<file path="config.mk">
export PLATFORM = sky130hd
export DESIGN_NAME = axf_core
export DESIGN_NICKNAME = d
export VERILOG_FILES = /design/src/pkg/axf_pkg.sv /design/src/core/axf_core.sv
export VERILOG_INCLUDE_DIRS = /design/src /design/src/pkg
export SDC_FILE = /design/constraint.sdc
export NUM_CORES = 1
export LEC_CHECK = 0
export CAP_MARGIN = 20
export CORE_UTILIZATION = 55
export DETAILED_ROUTE_END_ITERATION = 7
export DONT_BUFFER_PORTS = 1
export GPL_TIMING_DRIVEN = 1
export PLACE_DENSITY_LB_ADDON = 0.05
export SYNTH_ARGS = -nofsm -noshare
export SYNTH_HDL_FRONTEND = slang
export SYNTH_SLANG_ARGS = --single-unit
</file>
<file path="constraint.sdc">
create_clock -name clock -period 2.95 [get_ports clock]
set_clock_uncertainty 0.2 [all_clocks]
set_input_delay 0.295 -clock clock [delete_from_list [all_inputs] [get_ports clock]]
set_output_delay 0.295 -clock clock [all_outputs]
set_load 0.1 [all_outputs]
</file>
<file path="src/pkg/axf_params.svh">
// Purpose: constants for the auxiliary-function and output-format block
// Assumes: 40 MHz clock, 32-bit Avalon-MM register bus, byte addressing
// Notes: byte offsets of the register words
`ifndef AXF_PARAMS_SVH
`define AXF_PARAMS_SVH

`define AXF_OFS_CFG 4'h0
`define AXF_OFS_CMD 4'h4
`define AXF_OFS_STAT 4'h8
`define AXF_OFS_OUT 4'hC

// configuration word field positions
`define AXF_CUR_LSB 0
`define AXF_R1_LSB 3
`define AXF_R2_LSB 6
`define AXF_BURN_BIT 9
`define AXF_SEL_LSB 10
`define AXF_GAIN_LSB 14
`define AXF_REF_LSB 17
`define AXF_TS_BIT 19
`define AXF_DATA_COUNTER_ENABLE_BIT 20
`define AXF_INTEG_LSB 21
`define AXF_CM_BIT 23

// command word: bit 0 start, bit 1 sleep, bit 2 reset, bit 3 done
`define AXF_CMD_START 0
`define AXF_CMD_SLEEP 1
`define AXF_CMD_RESET 2
`define AXF_CMD_DONE 3

`define AXF_CFG_RST 24'h000000
`define AXF_CRC_SEED 16'hFFFF
`define AXF_CRC_POLY 16'h1021

`define AXF_SEL_AVDD 4'hD
`define AXF_SEL_EXTREF 4'hC
`define AXF_SEL_SHORT 4'hE

`define AXF_SETTLE_US 200
`define AXF_CLK_MHZ 40
`define AXF_SETTLE_CYC (`AXF_SETTLE_US * `AXF_CLK_MHZ)

`endif

</file>
<file path="src/pkg/axf_pkg.sv">
// Purpose: types of the auxiliary-function and output-format block
// Assumes: constants come from axf_params.svh
// Notes: none
package axf_pkg;

  typedef enum logic [1:0] {
    AXF_IDLE = 2'b00,
    AXF_CONV = 2'b01,
    AXF_SLEEP = 2'b10
  } axf_state_t;

  typedef enum logic [1:0] {
    AXF_INT_NONE = 2'b00,
    AXF_INT_INV = 2'b01,
    AXF_INT_CRC = 2'b10,
    AXF_INT_RSV = 2'b11
  } axf_integ_t;

  typedef struct packed {
    logic cm;
    axf_integ_t integ;
    logic data_counter_enable;
    logic ts;
    logic [1:0] ref_sel;
    logic [2:0] gain;
    logic [3:0] input_select;
    logic burnout_source_enable;
    logic [2:0] second_source_route;
    logic [2:0] first_source_route;
    logic [2:0] excitation_current_select;
  } axf_cfg_t;

  typedef struct packed {
    logic bias_on;
    logic valid;
    logic [2:0] current;
    logic [2:0] route1;
    logic [2:0] route2;
  } axf_exc_t;

  typedef struct packed {
    logic [2:0] gain;
    logic pga_bypass;
    logic int_ref;
    logic [1:0] ref_sel;
    logic [3:0] input_select;
    logic burn_p;
    logic burn_n;
    logic temp_mode;
  } axf_ana_t;

endpackage : axf_pkg

</file>
<file path="src/core/axf_core.sv">
// Purpose: excitation, monitor selection and result framing of the adc
// Assumes: avalon-mm slave, one waitrequest cycle per access
// Notes: result words are framed into a byte stream for the serial slave
//
// Implementation choices: the address map and register access over Avalon-MM.
`timescale 1ns/10ps
`include "axf_params.svh"

module axf_core import axf_pkg::*; #(
  parameter int SETTLE_CYC = `AXF_SETTLE_CYC
) (
  input wire logic clock,
  input wire logic resetn,
  input wire logic [3:0] avs_address,
  input wire logic avs_read,
  input wire logic avs_write,
  input wire logic [31:0] avs_writedata,
  output logic [31:0] avs_readdata,
  output logic avs_waitrequest,
  input wire logic [15:0] conv_data,
  input wire logic out_ready,
  output logic [7:0] out_byte,
  output logic out_valid,
  output axf_exc_t exc,
  output axf_ana_t ana,
  output logic conv_run
);

  function automatic logic [15:0] crc_byte(input logic [15:0] c,
                                           input logic [7:0] b);
    logic [15:0] r;
    r = c;
    for (int i = 7; i >= 0; i--) begin
      if (r[15] ^ b[i]) begin
        r = {r[14:0], 1'b0} ^ `AXF_CRC_POLY;
      end else begin
        r = {r[14:0], 1'b0};
      end
    end
    return r;
  endfunction : crc_byte

  function automatic logic is_monitor(input logic [3:0] s);
    return s == `AXF_SEL_AVDD || s == `AXF_SEL_EXTREF;
  endfunction : is_monitor

  ////////////////////////////////////////////////////////////////////////////
  // state
  axf_cfg_t cfg_q, cfg_d;
  axf_state_t st_q, st_d;
  logic sleep_pend_q, sleep_pend_d;
  logic [7:0] cnt_q, cnt_d;
  logic [15:0] res_q, res_d;
  logic [31:0] settle_q, settle_d;
  logic [2:0] cur_q, cur_d;
  logic [31:0] rdata_q, rdata_d;
  logic ack_q, ack_d;
  logic [7:0] fr_q [0:5];
  logic [7:0] fr_d [0:5];
  logic [2:0] fr_len_q, fr_len_d, fr_idx_q, fr_idx_d;
  logic fr_busy_q, fr_busy_d;
  axf_exc_t exc_d;
  axf_ana_t ana_d;
  logic run_d;

  logic req;
  logic wr_cfg, wr_cmd, rd_out;
  logic cmd_start, cmd_sleep, cmd_reset, cmd_done;
  axf_cfg_t new_cfg;

  assign req = (avs_read | avs_write) & ~ack_q;
  assign wr_cfg = req & avs_write & (avs_address == `AXF_OFS_CFG);
  assign wr_cmd = req & avs_write & (avs_address == `AXF_OFS_CMD);
  assign rd_out = req & avs_read & (avs_address == `AXF_OFS_OUT);
  assign cmd_start = wr_cmd & avs_writedata[`AXF_CMD_START];
  assign cmd_sleep = wr_cmd & avs_writedata[`AXF_CMD_SLEEP];
  assign cmd_reset = wr_cmd & avs_writedata[`AXF_CMD_RESET];
  assign cmd_done = wr_cmd & avs_writedata[`AXF_CMD_DONE];
  assign new_cfg = axf_cfg_t'(avs_writedata[23:0]);

  ////////////////////////////////////////////////////////////////////////////
  // registers, conversion sequence and counter
  always_comb begin
    cfg_d = cfg_q;
    st_d = st_q;
    sleep_pend_d = sleep_pend_q;
    cnt_d = cnt_q;
    res_d = res_q;
    cur_d = cur_q;
    settle_d = settle_q;
    ack_d = req;
    rdata_d = 32'h00000000;
    if (wr_cfg) begin
      cfg_d = new_cfg;
      if (!cfg_q.data_counter_enable && new_cfg.data_counter_enable) begin
        cnt_d = 8'h00;
      end
      if (st_q == AXF_CONV) begin
        st_d = AXF_CONV; // a config write leaves the conversion running
      end
    end
    if (cmd_start) begin
      st_d = AXF_CONV;
      sleep_pend_d = 1'b0;
    end
    if (cmd_sleep) begin
      if (st_q == AXF_CONV) begin
        sleep_pend_d = 1'b1;
      end else begin
        st_d = AXF_SLEEP;
      end
    end
    if (cmd_done && st_q == AXF_CONV && !cmd_start) begin
      cnt_d = cnt_q + 8'h01;
      if (cfg_q.ts) begin
        res_d = {conv_data[15:2], 2'b00};
      end else begin
        res_d = conv_data;
      end
      if (sleep_pend_q || cmd_sleep) begin
        st_d = AXF_SLEEP;
        sleep_pend_d = 1'b0;
      end else if (!cfg_q.cm) begin
        st_d = AXF_IDLE;
      end
    end
    // settle timer restarts whenever the programmed current changes
    if (cfg_d.excitation_current_select != cur_q) begin
      cur_d = cfg_d.excitation_current_select;
      settle_d = 32'(SETTLE_CYC);
    end else if (settle_q != 32'h00000000) begin
      settle_d = settle_q - 32'h00000001;
    end
    if (req && avs_read) begin
      case (avs_address)
        `AXF_OFS_CFG: rdata_d = {8'h00, cfg_q};
        `AXF_OFS_STAT: rdata_d = {12'h000, sleep_pend_q, st_q,
                                  settle_q == 32'h00000000, cnt_q, res_q[7:0]};
        `AXF_OFS_OUT: rdata_d = {8'h00, cnt_q, res_q};
        default: rdata_d = 32'h00000000;
      endcase
    end
    if (cmd_reset) begin
      cfg_d = `AXF_CFG_RST;
      st_d = AXF_IDLE;
      sleep_pend_d = 1'b0;
      cnt_d = 8'h00;
      res_d = 16'h0000;
    end
  end

  always_ff @(posedge clock) begin
    if (!resetn) begin
      cfg_q <= `AXF_CFG_RST;
      st_q <= AXF_IDLE;
      sleep_pend_q <= 1'b0;
      cnt_q <= 8'h00;
      res_q <= 16'h0000;
      cur_q <= 3'h0;
      settle_q <= 32'h00000000;
      rdata_q <= 32'h00000000;
      ack_q <= 1'b0;
    end else begin
      cfg_q <= cfg_d;
      st_q <= st_d;
      sleep_pend_q <= sleep_pend_d;
      cnt_q <= cnt_d;
      res_q <= res_d;
      cur_q <= cur_d;
      settle_q <= settle_d;
      rdata_q <= rdata_d;
      ack_q <= ack_d;
    end
  end

  ////////////////////////////////////////////////////////////////////////////
  // result framing: counter, data, then inverted copy or crc
  always_comb begin
    logic [15:0] c;
    logic [2:0] n;
    c = `AXF_CRC_SEED;
    n = 3'd0;
    fr_d = fr_q;
    fr_len_d = fr_len_q;
    fr_idx_d = fr_idx_q;
    fr_busy_d = fr_busy_q;
    if (fr_busy_q && out_ready) begin
      if (fr_idx_q == fr_len_q - 3'd1) begin
        fr_busy_d = 1'b0;
      end
      fr_idx_d = fr_idx_q + 3'd1;
    end
    if (rd_out && !fr_busy_q) begin
      if (cfg_q.data_counter_enable) begin
        fr_d[0] = cnt_q;
        n = 3'd1;
      end
      fr_d[n] = res_q[15:8];
      fr_d[n + 3'd1] = res_q[7:0];
      case (cfg_q.integ)
        AXF_INT_INV: begin
          for (int i = 0; i < 3; i++) begin
            fr_d[3'(i) + n + 3'd2] = ~fr_d[i];
          end
          fr_len_d = 3'd2 * (n + 3'd2);
        end
        AXF_INT_CRC: begin
          for (int i = 0; i < 3; i++) begin
            if (3'(i) < n + 3'd2) begin
              c = crc_byte(c, fr_d[i]);
            end
          end
          fr_d[n + 3'd2] = c[15:8];
          fr_d[n + 3'd3] = c[7:0];
          fr_len_d = n + 3'd4;
        end
        default: fr_len_d = n + 3'd2;
      endcase
      fr_idx_d = 3'd0;
      fr_busy_d = 1'b1;
    end
    if (cmd_reset) begin
      fr_busy_d = 1'b0;
    end
  end

  always_ff @(posedge clock) begin
    if (!resetn) begin
      for (int i = 0; i < 6; i++) begin
        fr_q[i] <= 8'h00;
      end
      fr_len_q <= 3'd0;
      fr_idx_q <= 3'd0;
      fr_busy_q <= 1'b0;
    end else begin
      fr_q <= fr_d;
      fr_len_q <= fr_len_d;
      fr_idx_q <= fr_idx_d;
      fr_busy_q <= fr_busy_d;
    end
  end

  ////////////////////////////////////////////////////////////////////////////
  // analog control outputs
  always_comb begin
    logic src_on;
    src_on = cfg_q.excitation_current_select != 3'h0 && st_q != AXF_SLEEP;
    exc_d.bias_on = src_on;
    exc_d.current = cfg_q.excitation_current_select;
    exc_d.valid = src_on && settle_q == 32'h00000000;
    exc_d.route1 = src_on ? cfg_q.first_source_route : 3'h0;
    exc_d.route2 = src_on ? cfg_q.second_source_route : 3'h0;
    ana_d.temp_mode = cfg_q.ts;
    ana_d.input_select = cfg_q.input_select;
    ana_d.burn_p = cfg_q.burnout_source_enable && !cfg_q.ts;
    ana_d.burn_n = cfg_q.burnout_source_enable && !cfg_q.ts;
    ana_d.pga_bypass = is_monitor(cfg_q.input_select) || cfg_q.ts;
    ana_d.gain = ana_d.pga_bypass ? 3'h0 : cfg_q.gain;
    ana_d.int_ref = ana_d.pga_bypass;
    ana_d.ref_sel = cfg_q.ref_sel;
    run_d = st_q == AXF_CONV;
  end

  always_ff @(posedge clock) begin
    if (!resetn) begin
      exc <= '0;
      ana <= '0;
      conv_run <= 1'b0;
      out_byte <= 8'h00;
      out_valid <= 1'b0;
      avs_readdata <= 32'h00000000;
      avs_waitrequest <= 1'b1;
    end else begin
      exc <= exc_d;
      ana <= ana_d;
      conv_run <= run_d;
      out_byte <= fr_busy_d ? fr_d[fr_idx_d] : 8'h00;
      out_valid <= fr_busy_d;
      avs_readdata <= rdata_d;
      avs_waitrequest <= ~req;
    end
  end

  ////////////////////////////////////////////////////////////////////////////
  // checks
  a_cnt_wrap: assert property (@(posedge clock)
    disable iff (!resetn)
    cmd_done && st_q == AXF_CONV && !cmd_start && !cmd_reset && !wr_cfg
    |=> cnt_q == $past(cnt_q) + 8'h01)
    else $error("counter did not advance");
  a_gain_forced: assert property (@(posedge clock)
    disable iff (!resetn)
    is_monitor(cfg_q.input_select) |=> ana.gain == 3'h0 && ana.int_ref)
    else $error("monitor gain not forced");
  a_sleep_off: assert property (@(posedge clock)
    disable iff (!resetn)
    st_q == AXF_SLEEP |=> !exc.bias_on)
    else $error("sources on in sleep");
  a_sleep_wait: assert property (@(posedge clock)
    disable iff (!resetn)
    cmd_sleep && st_q == AXF_CONV && !cmd_reset && !cmd_done
    |=> st_q == AXF_CONV)
    else $error("sleep cut conversion");
  a_cnt_reset: assert property (@(posedge clock)
    disable iff (!resetn)
    cmd_reset |=> cnt_q == 8'h00 && cfg_q == `AXF_CFG_RST)
    else $error("reset command ignored");
  a_ts_lsb: assert property (@(posedge clock)
    disable iff (!resetn)
    cmd_done && st_q == AXF_CONV && cfg_q.ts && !cmd_start && !cmd_reset
    |=> res_q[1:0] == 2'b00)
    else $error("temperature low bits set");
  a_route_off: assert property (@(posedge clock)
    disable iff (!resetn)
    cfg_q.excitation_current_select == 3'h0 |=> exc.route1 == 3'h0
    && exc.route2 == 3'h0)
    else $error("source routed while off");
  a_settle_valid: assert property (@(posedge clock)
    disable iff (!resetn)
    cur_q != cfg_d.excitation_current_select |=> !exc_d.valid)
    else $error("current valid too early");
  a_bias_sel: assert property (@(posedge clock)
    disable iff (!resetn)
    cfg_q.excitation_current_select != 3'h0 && st_q != AXF_SLEEP
    |=> exc.bias_on)
    else $error("bias not enabled");
  a_burn_temp: assert property (@(posedge clock)
    disable iff (!resetn)
    cfg_q.ts |=> !ana.burn_p && !ana.burn_n && ana.int_ref)
    else $error("temperature mode not isolated");
  a_ts_gain: assert property (@(posedge clock)
    disable iff (!resetn)
    cfg_q.ts |=> ana.pga_bypass && ana.gain == 3'h0 && ana.temp_mode)
    else $error("temperature mode gain not forced");
  a_frame_cnt: assert property (@(posedge clock)
    disable iff (!resetn)
    rd_out && !fr_busy_q && cfg_q.data_counter_enable && !cmd_reset
    |=> out_valid && out_byte == $past(cnt_q))
    else $error("counter word not first");
  a_single_idle: assert property (@(posedge clock)
    disable iff (!resetn)
    cmd_done && st_q == AXF_CONV && !cfg_q.cm && !sleep_pend_q && !cmd_sleep
    && !cmd_start |=> st_q == AXF_IDLE)
    else $error("single-shot did not stop");
  a_start_run: assert property (@(posedge clock)
    disable iff (!resetn)
    cmd_start && !cmd_sleep && !cmd_reset |=> st_q == AXF_CONV)
    else $error("start command ignored");
  c_crc_frame: cover property (@(posedge clock)
    rd_out && cfg_q.integ == AXF_INT_CRC);
  c_inv_frame: cover property (@(posedge clock)
    rd_out && cfg_q.integ == AXF_INT_INV);
  c_wrap: cover property (@(posedge clock) cnt_q == 8'hFF ##1 cnt_q == 8'h00);
  c_ts_conv: cover property (@(posedge clock) cmd_done && cfg_q.ts);
  c_sleep: cover property (@(posedge clock) st_q == AXF_SLEEP);

endmodule : axf_core

</file>
==> impl_metrics.csv <==
group,metric,value,unit
outcome,outcome,"finished with violations",
outcome,violations,"negative hold slack, negative setup slack",
global_routing,grt_pass1_wl,44200,um
hold_path,min_path_cells,2,
power_and_ir_drop,power_frac_seq,41.1,%
global_routing,grt_pass1_vias,7962,
die,rows,48,
power_and_ir_drop,p_int,5.05,mW
sta,max-slew-margin-rel,32.1,%
critical_path,regToRegSetupSlack,-0.13,ns
synth,syn_area,0.00970,mm^2
cts,cts_buffer_depth,2,
synth,ys_types,70,
critical_path,reg2reg_from,"settle_q[8]$_SDFFE_PN0P_",
power_and_ir_drop,vdd_ir_drop_max,661,uV
power_and_ir_drop,p_switching,2.42,mW
finish,fillers,1386,
cts,cts_tree,"done",
finish,final_cell_mix,"dfxtp_1 (190), nand2_1 (148), nor2_1 (125), buf_4 (116), a21oi_1 (108)",
finish,diodes,0,
sta,worst_slack,-0.133,ns
critical_path,cp-end-kind,"flip-flop",
place,dp_cells,1409,
critical_path,cp.required,3.05,ns
sta,fin_crit_sh,105,%
detailed_routing,firstDrtPassIters,6,
critical_path,crit_family,"simple AND/OR/NAND/NOR gates",
cts,cts.sinks,199,
cts,root_buffer,"clkbuf_16",
finish,areaGrowthSynthToFinish,23.2,%
finish,finalInstanceArea,0.0119,mm^2
place,place_ws,-0.152,ns
die,pin_count,125,
sta,fmax,0.324,GHz
critical_path,crit_arrival,3.18,ns
synth,synth_seq_cells,199,
critical_path,crit_chain,"or4_4 > or3_4 > or4b_4 > or4_4 > nand3_4 > buf_6 > nor2_2 > xnor2_1 > a21oi_1",
place,port_buffers,0,
critical_path,critPathBufInv,1,
sta,period_needed,3.08,ns
critical_path,cpMostUsedCell,"or4_4",
critical_path,rr_worst_depth,9,
global_routing,antenna_found_initial,0,
die,dieArea,0.0182,mm^2
synth,postSynthCellCount,1166,
finish,layout_commonest_cell,"dfxtp_1",
sta,slew_violations,0,
detailed_routing,wl_per_cell,19.0,um
critical_path,worst_setup_path_start_kind,"flip-flop",
global_routing,grt_use_total,31.7,%
synth,async_flop_share,0,%
synth,ys_warn_count,0,
cts,clock_latency,0.45,ns
detailed_routing,vias,8722,
power_and_ir_drop,p_comb_share,27.0,%
synth,avgSynthCellArea,8.32,um^2
detailed_routing,drtIter0Drc,843,
sta,finalHoldViolCount,2,
critical_path,crit_slowest_cell,"or4_4",
synth,synth-edff-count,0,
die,initial_core_util,56.3,%
power_and_ir_drop,power.density,626,mW/mm^2
place,gp_congestion,0.878,
finish,drive_above_1_share,18.8,%
finish,fin_nets,1328,
global_routing,grt_overflow_total,0,
critical_path,r2r_end,"settle_q[11]$_SDFFE_PN0P_",
cts,htree_levels,4,
power_and_ir_drop,power,7.48,mW
hold_path,min_to,"settle_q[3]$_SDFFE_PP0P_",
die,die_w,135,um
global_routing,grt_max_degree,52,
critical_path,crit_fanout,4,
hold_path,hp-start,"resetn",
cts,cts_buffers,17,
synth,synthFlopType,"dfxtp_1",
detailed_routing,finalWirelength,28500,um
power_and_ir_drop,p_leak,4.39,nW
finish,fin_util,69.3,%
power_and_ir_drop,switching_share,32.4,%
die,core,0.0172,mm^2
sta,tightest_slew,1.02,ns
die,die_h,135,um
place,place_hpwl,19500,um
sta,rsz0062_at_grt,"true",
sta,tns,-1.73,ns
sta,whs,-0.00780,ns
critical_path,cpPeakStageDelay,0.52,ns
cts,path_clk_slew,0.08,ns
detailed_routing,viasPerCell,5.80,
critical_path,path_class,"flip-flop to flip-flop",
finish,final-instance-count-excl-fill,1503,
detailed_routing,ant_nets,0,
detailed_routing,drcViolationCount,0,
place,placed_cell_area,0.0104,mm^2
power_and_ir_drop,pwr-share-clk,31.8,%
hold_path,hp-class,"input pin to flip-flop",
sta,setup_viol,28,
flow_run,cap_viol_max_count,0,
synth,ys_seq_area_share,41.1,%
[state kept, by name (all words and copies together), names as in the netlist, 11 cells and up]
signal        cells
settle_q         32
avs_readdata     24
exc              11
ana              12
fr_q             48
cfg_q            17
res_q            16
[worst max path at each step]
stage,startpoint,end,slack (ns),cells after the start
2_1_floorplan,settle_q[14]$_SDFFE_PP0P_,settle_q[12]$_SDFFE_PN0P_,-0.15,10
3_3_place_gp,settle_q[14]$_SDFFE_PP0P_,avs_readdata[16]$_SDFF_PN0_,-0.13,8
3_5_place_dp,settle_q[14]$_SDFFE_PP0P_,settle_q[28]$_SDFFE_PP0P_,-0.15,9
4_1_cts,settle_q[8]$_SDFFE_PN0P_,settle_q[28]$_SDFFE_PP0P_,-0.16,9
5_1_grt,settle_q[8]$_SDFFE_PN0P_,settle_q[10]$_SDFFE_PN0P_,-0.21,9
6_report,settle_q[8]$_SDFFE_PN0P_,settle_q[11]$_SDFFE_PN0P_,-0.13,9
[routing by layer]
| layer | vias up | wire length [um] | track usage, % |
|---|---|---|---|
| met3 | 59 | 2140 | 6.98 |
| met5 | - | 0 | 0 |
| met2 | 353 | 12600 | 46.1 |
| met4 | 0 | 956 | 14.0 |
| met1 | 4078 | 12800 | 44.9 |
| li1 | 4232 | - | - |
[synthesized netlist by cell type, types with 5 or more instances]
library cell  count  area, um^2
nor2b_1           7        43.8
a21oi_1         109         546
buf_2            10        50.1
xnor2_2           5        81.3
a22oi_1          31         233
a31oi_1          11        68.8
and2_1           25         156
dfxtp_1         199        3980
nor3_1           28         140
buf_1             9        33.8
o221ai_1          7        61.3
nand2b_1         13        81.3
nand3b_1          6        45.0
inv_1            10        37.5
nand2_1         151         567
a211oi_1         25         188
o21ai_0          47         235
buf_4            11        82.6
o22ai_1           8        50.1
mux2_2           15         169
and3_1            8        50.1
ha_1              6        75.1
a32oi_1           6        52.6
nand3_1          15        75.1
o2bb2ai_1         6        52.6
or3_1             9        56.3
xnor2_1          63         552
nor2_1          128         480
mux2i_1          24         240
clkbuf_1         69         259
nor4_1           11        68.8
xor2_1           28         245
[power by group through the flow]
stage / combinational [mW] / clock, mW / sequential (mW)
after CTS: 1.81 / 2.39 / 3.07
final: 2.02 / 2.38 / 3.08
after detailed placement: 1.62 / 0 / 3.12
after floorplan: 1.26 / 0 / 3.11
after global routing: 2.21 / 2.50 / 3.11
after global placement: 1.59 / 0 / 3.12
[repair_timing]
item                                    in CTS  in global routing
endpoints found under the setup margin      33                 48
hold endpoints to repair                    94                  0
pin swaps                                   11                 27
gates resized for setup                     24                 41
buffers inserted                             6                  7
hold buffers                                50                  0
[area by class of cell]
| class | count | area [um^2] | share of cell area [%] |
|---|---|---|---|
| Inverter | 12 | 47.5 | 0.398 |
| Sequential cell | 199 | 4000 | 33.5 |
| Multi-Input combinational cell | 859 | 5500 | 46.0 |
| Tap cell | 225 | 282 | 2.36 |
| Clock inverter | 14 | 173 | 1.45 |
| Timing Repair Buffer | 176 | 1520 | 12.7 |
| Clock buffer | 18 | 429 | 3.59 |
[cells by family after synthesis]
kind of cell | Yosys count | synth area share, %
muxes | 39 | 4.22
adders and majority gates | 6 | 0.774
other | 1 | 0.0387
buffers and inverters | 115 | 5.25
DFF | 199 | 41.1
and+or+nand+nor | 418 | 19.9
xor gates and xnor gates | 101 | 10.2
AOI/OAI and AO/OA | 287 | 18.5
Power figures use the tool's default switching activity.
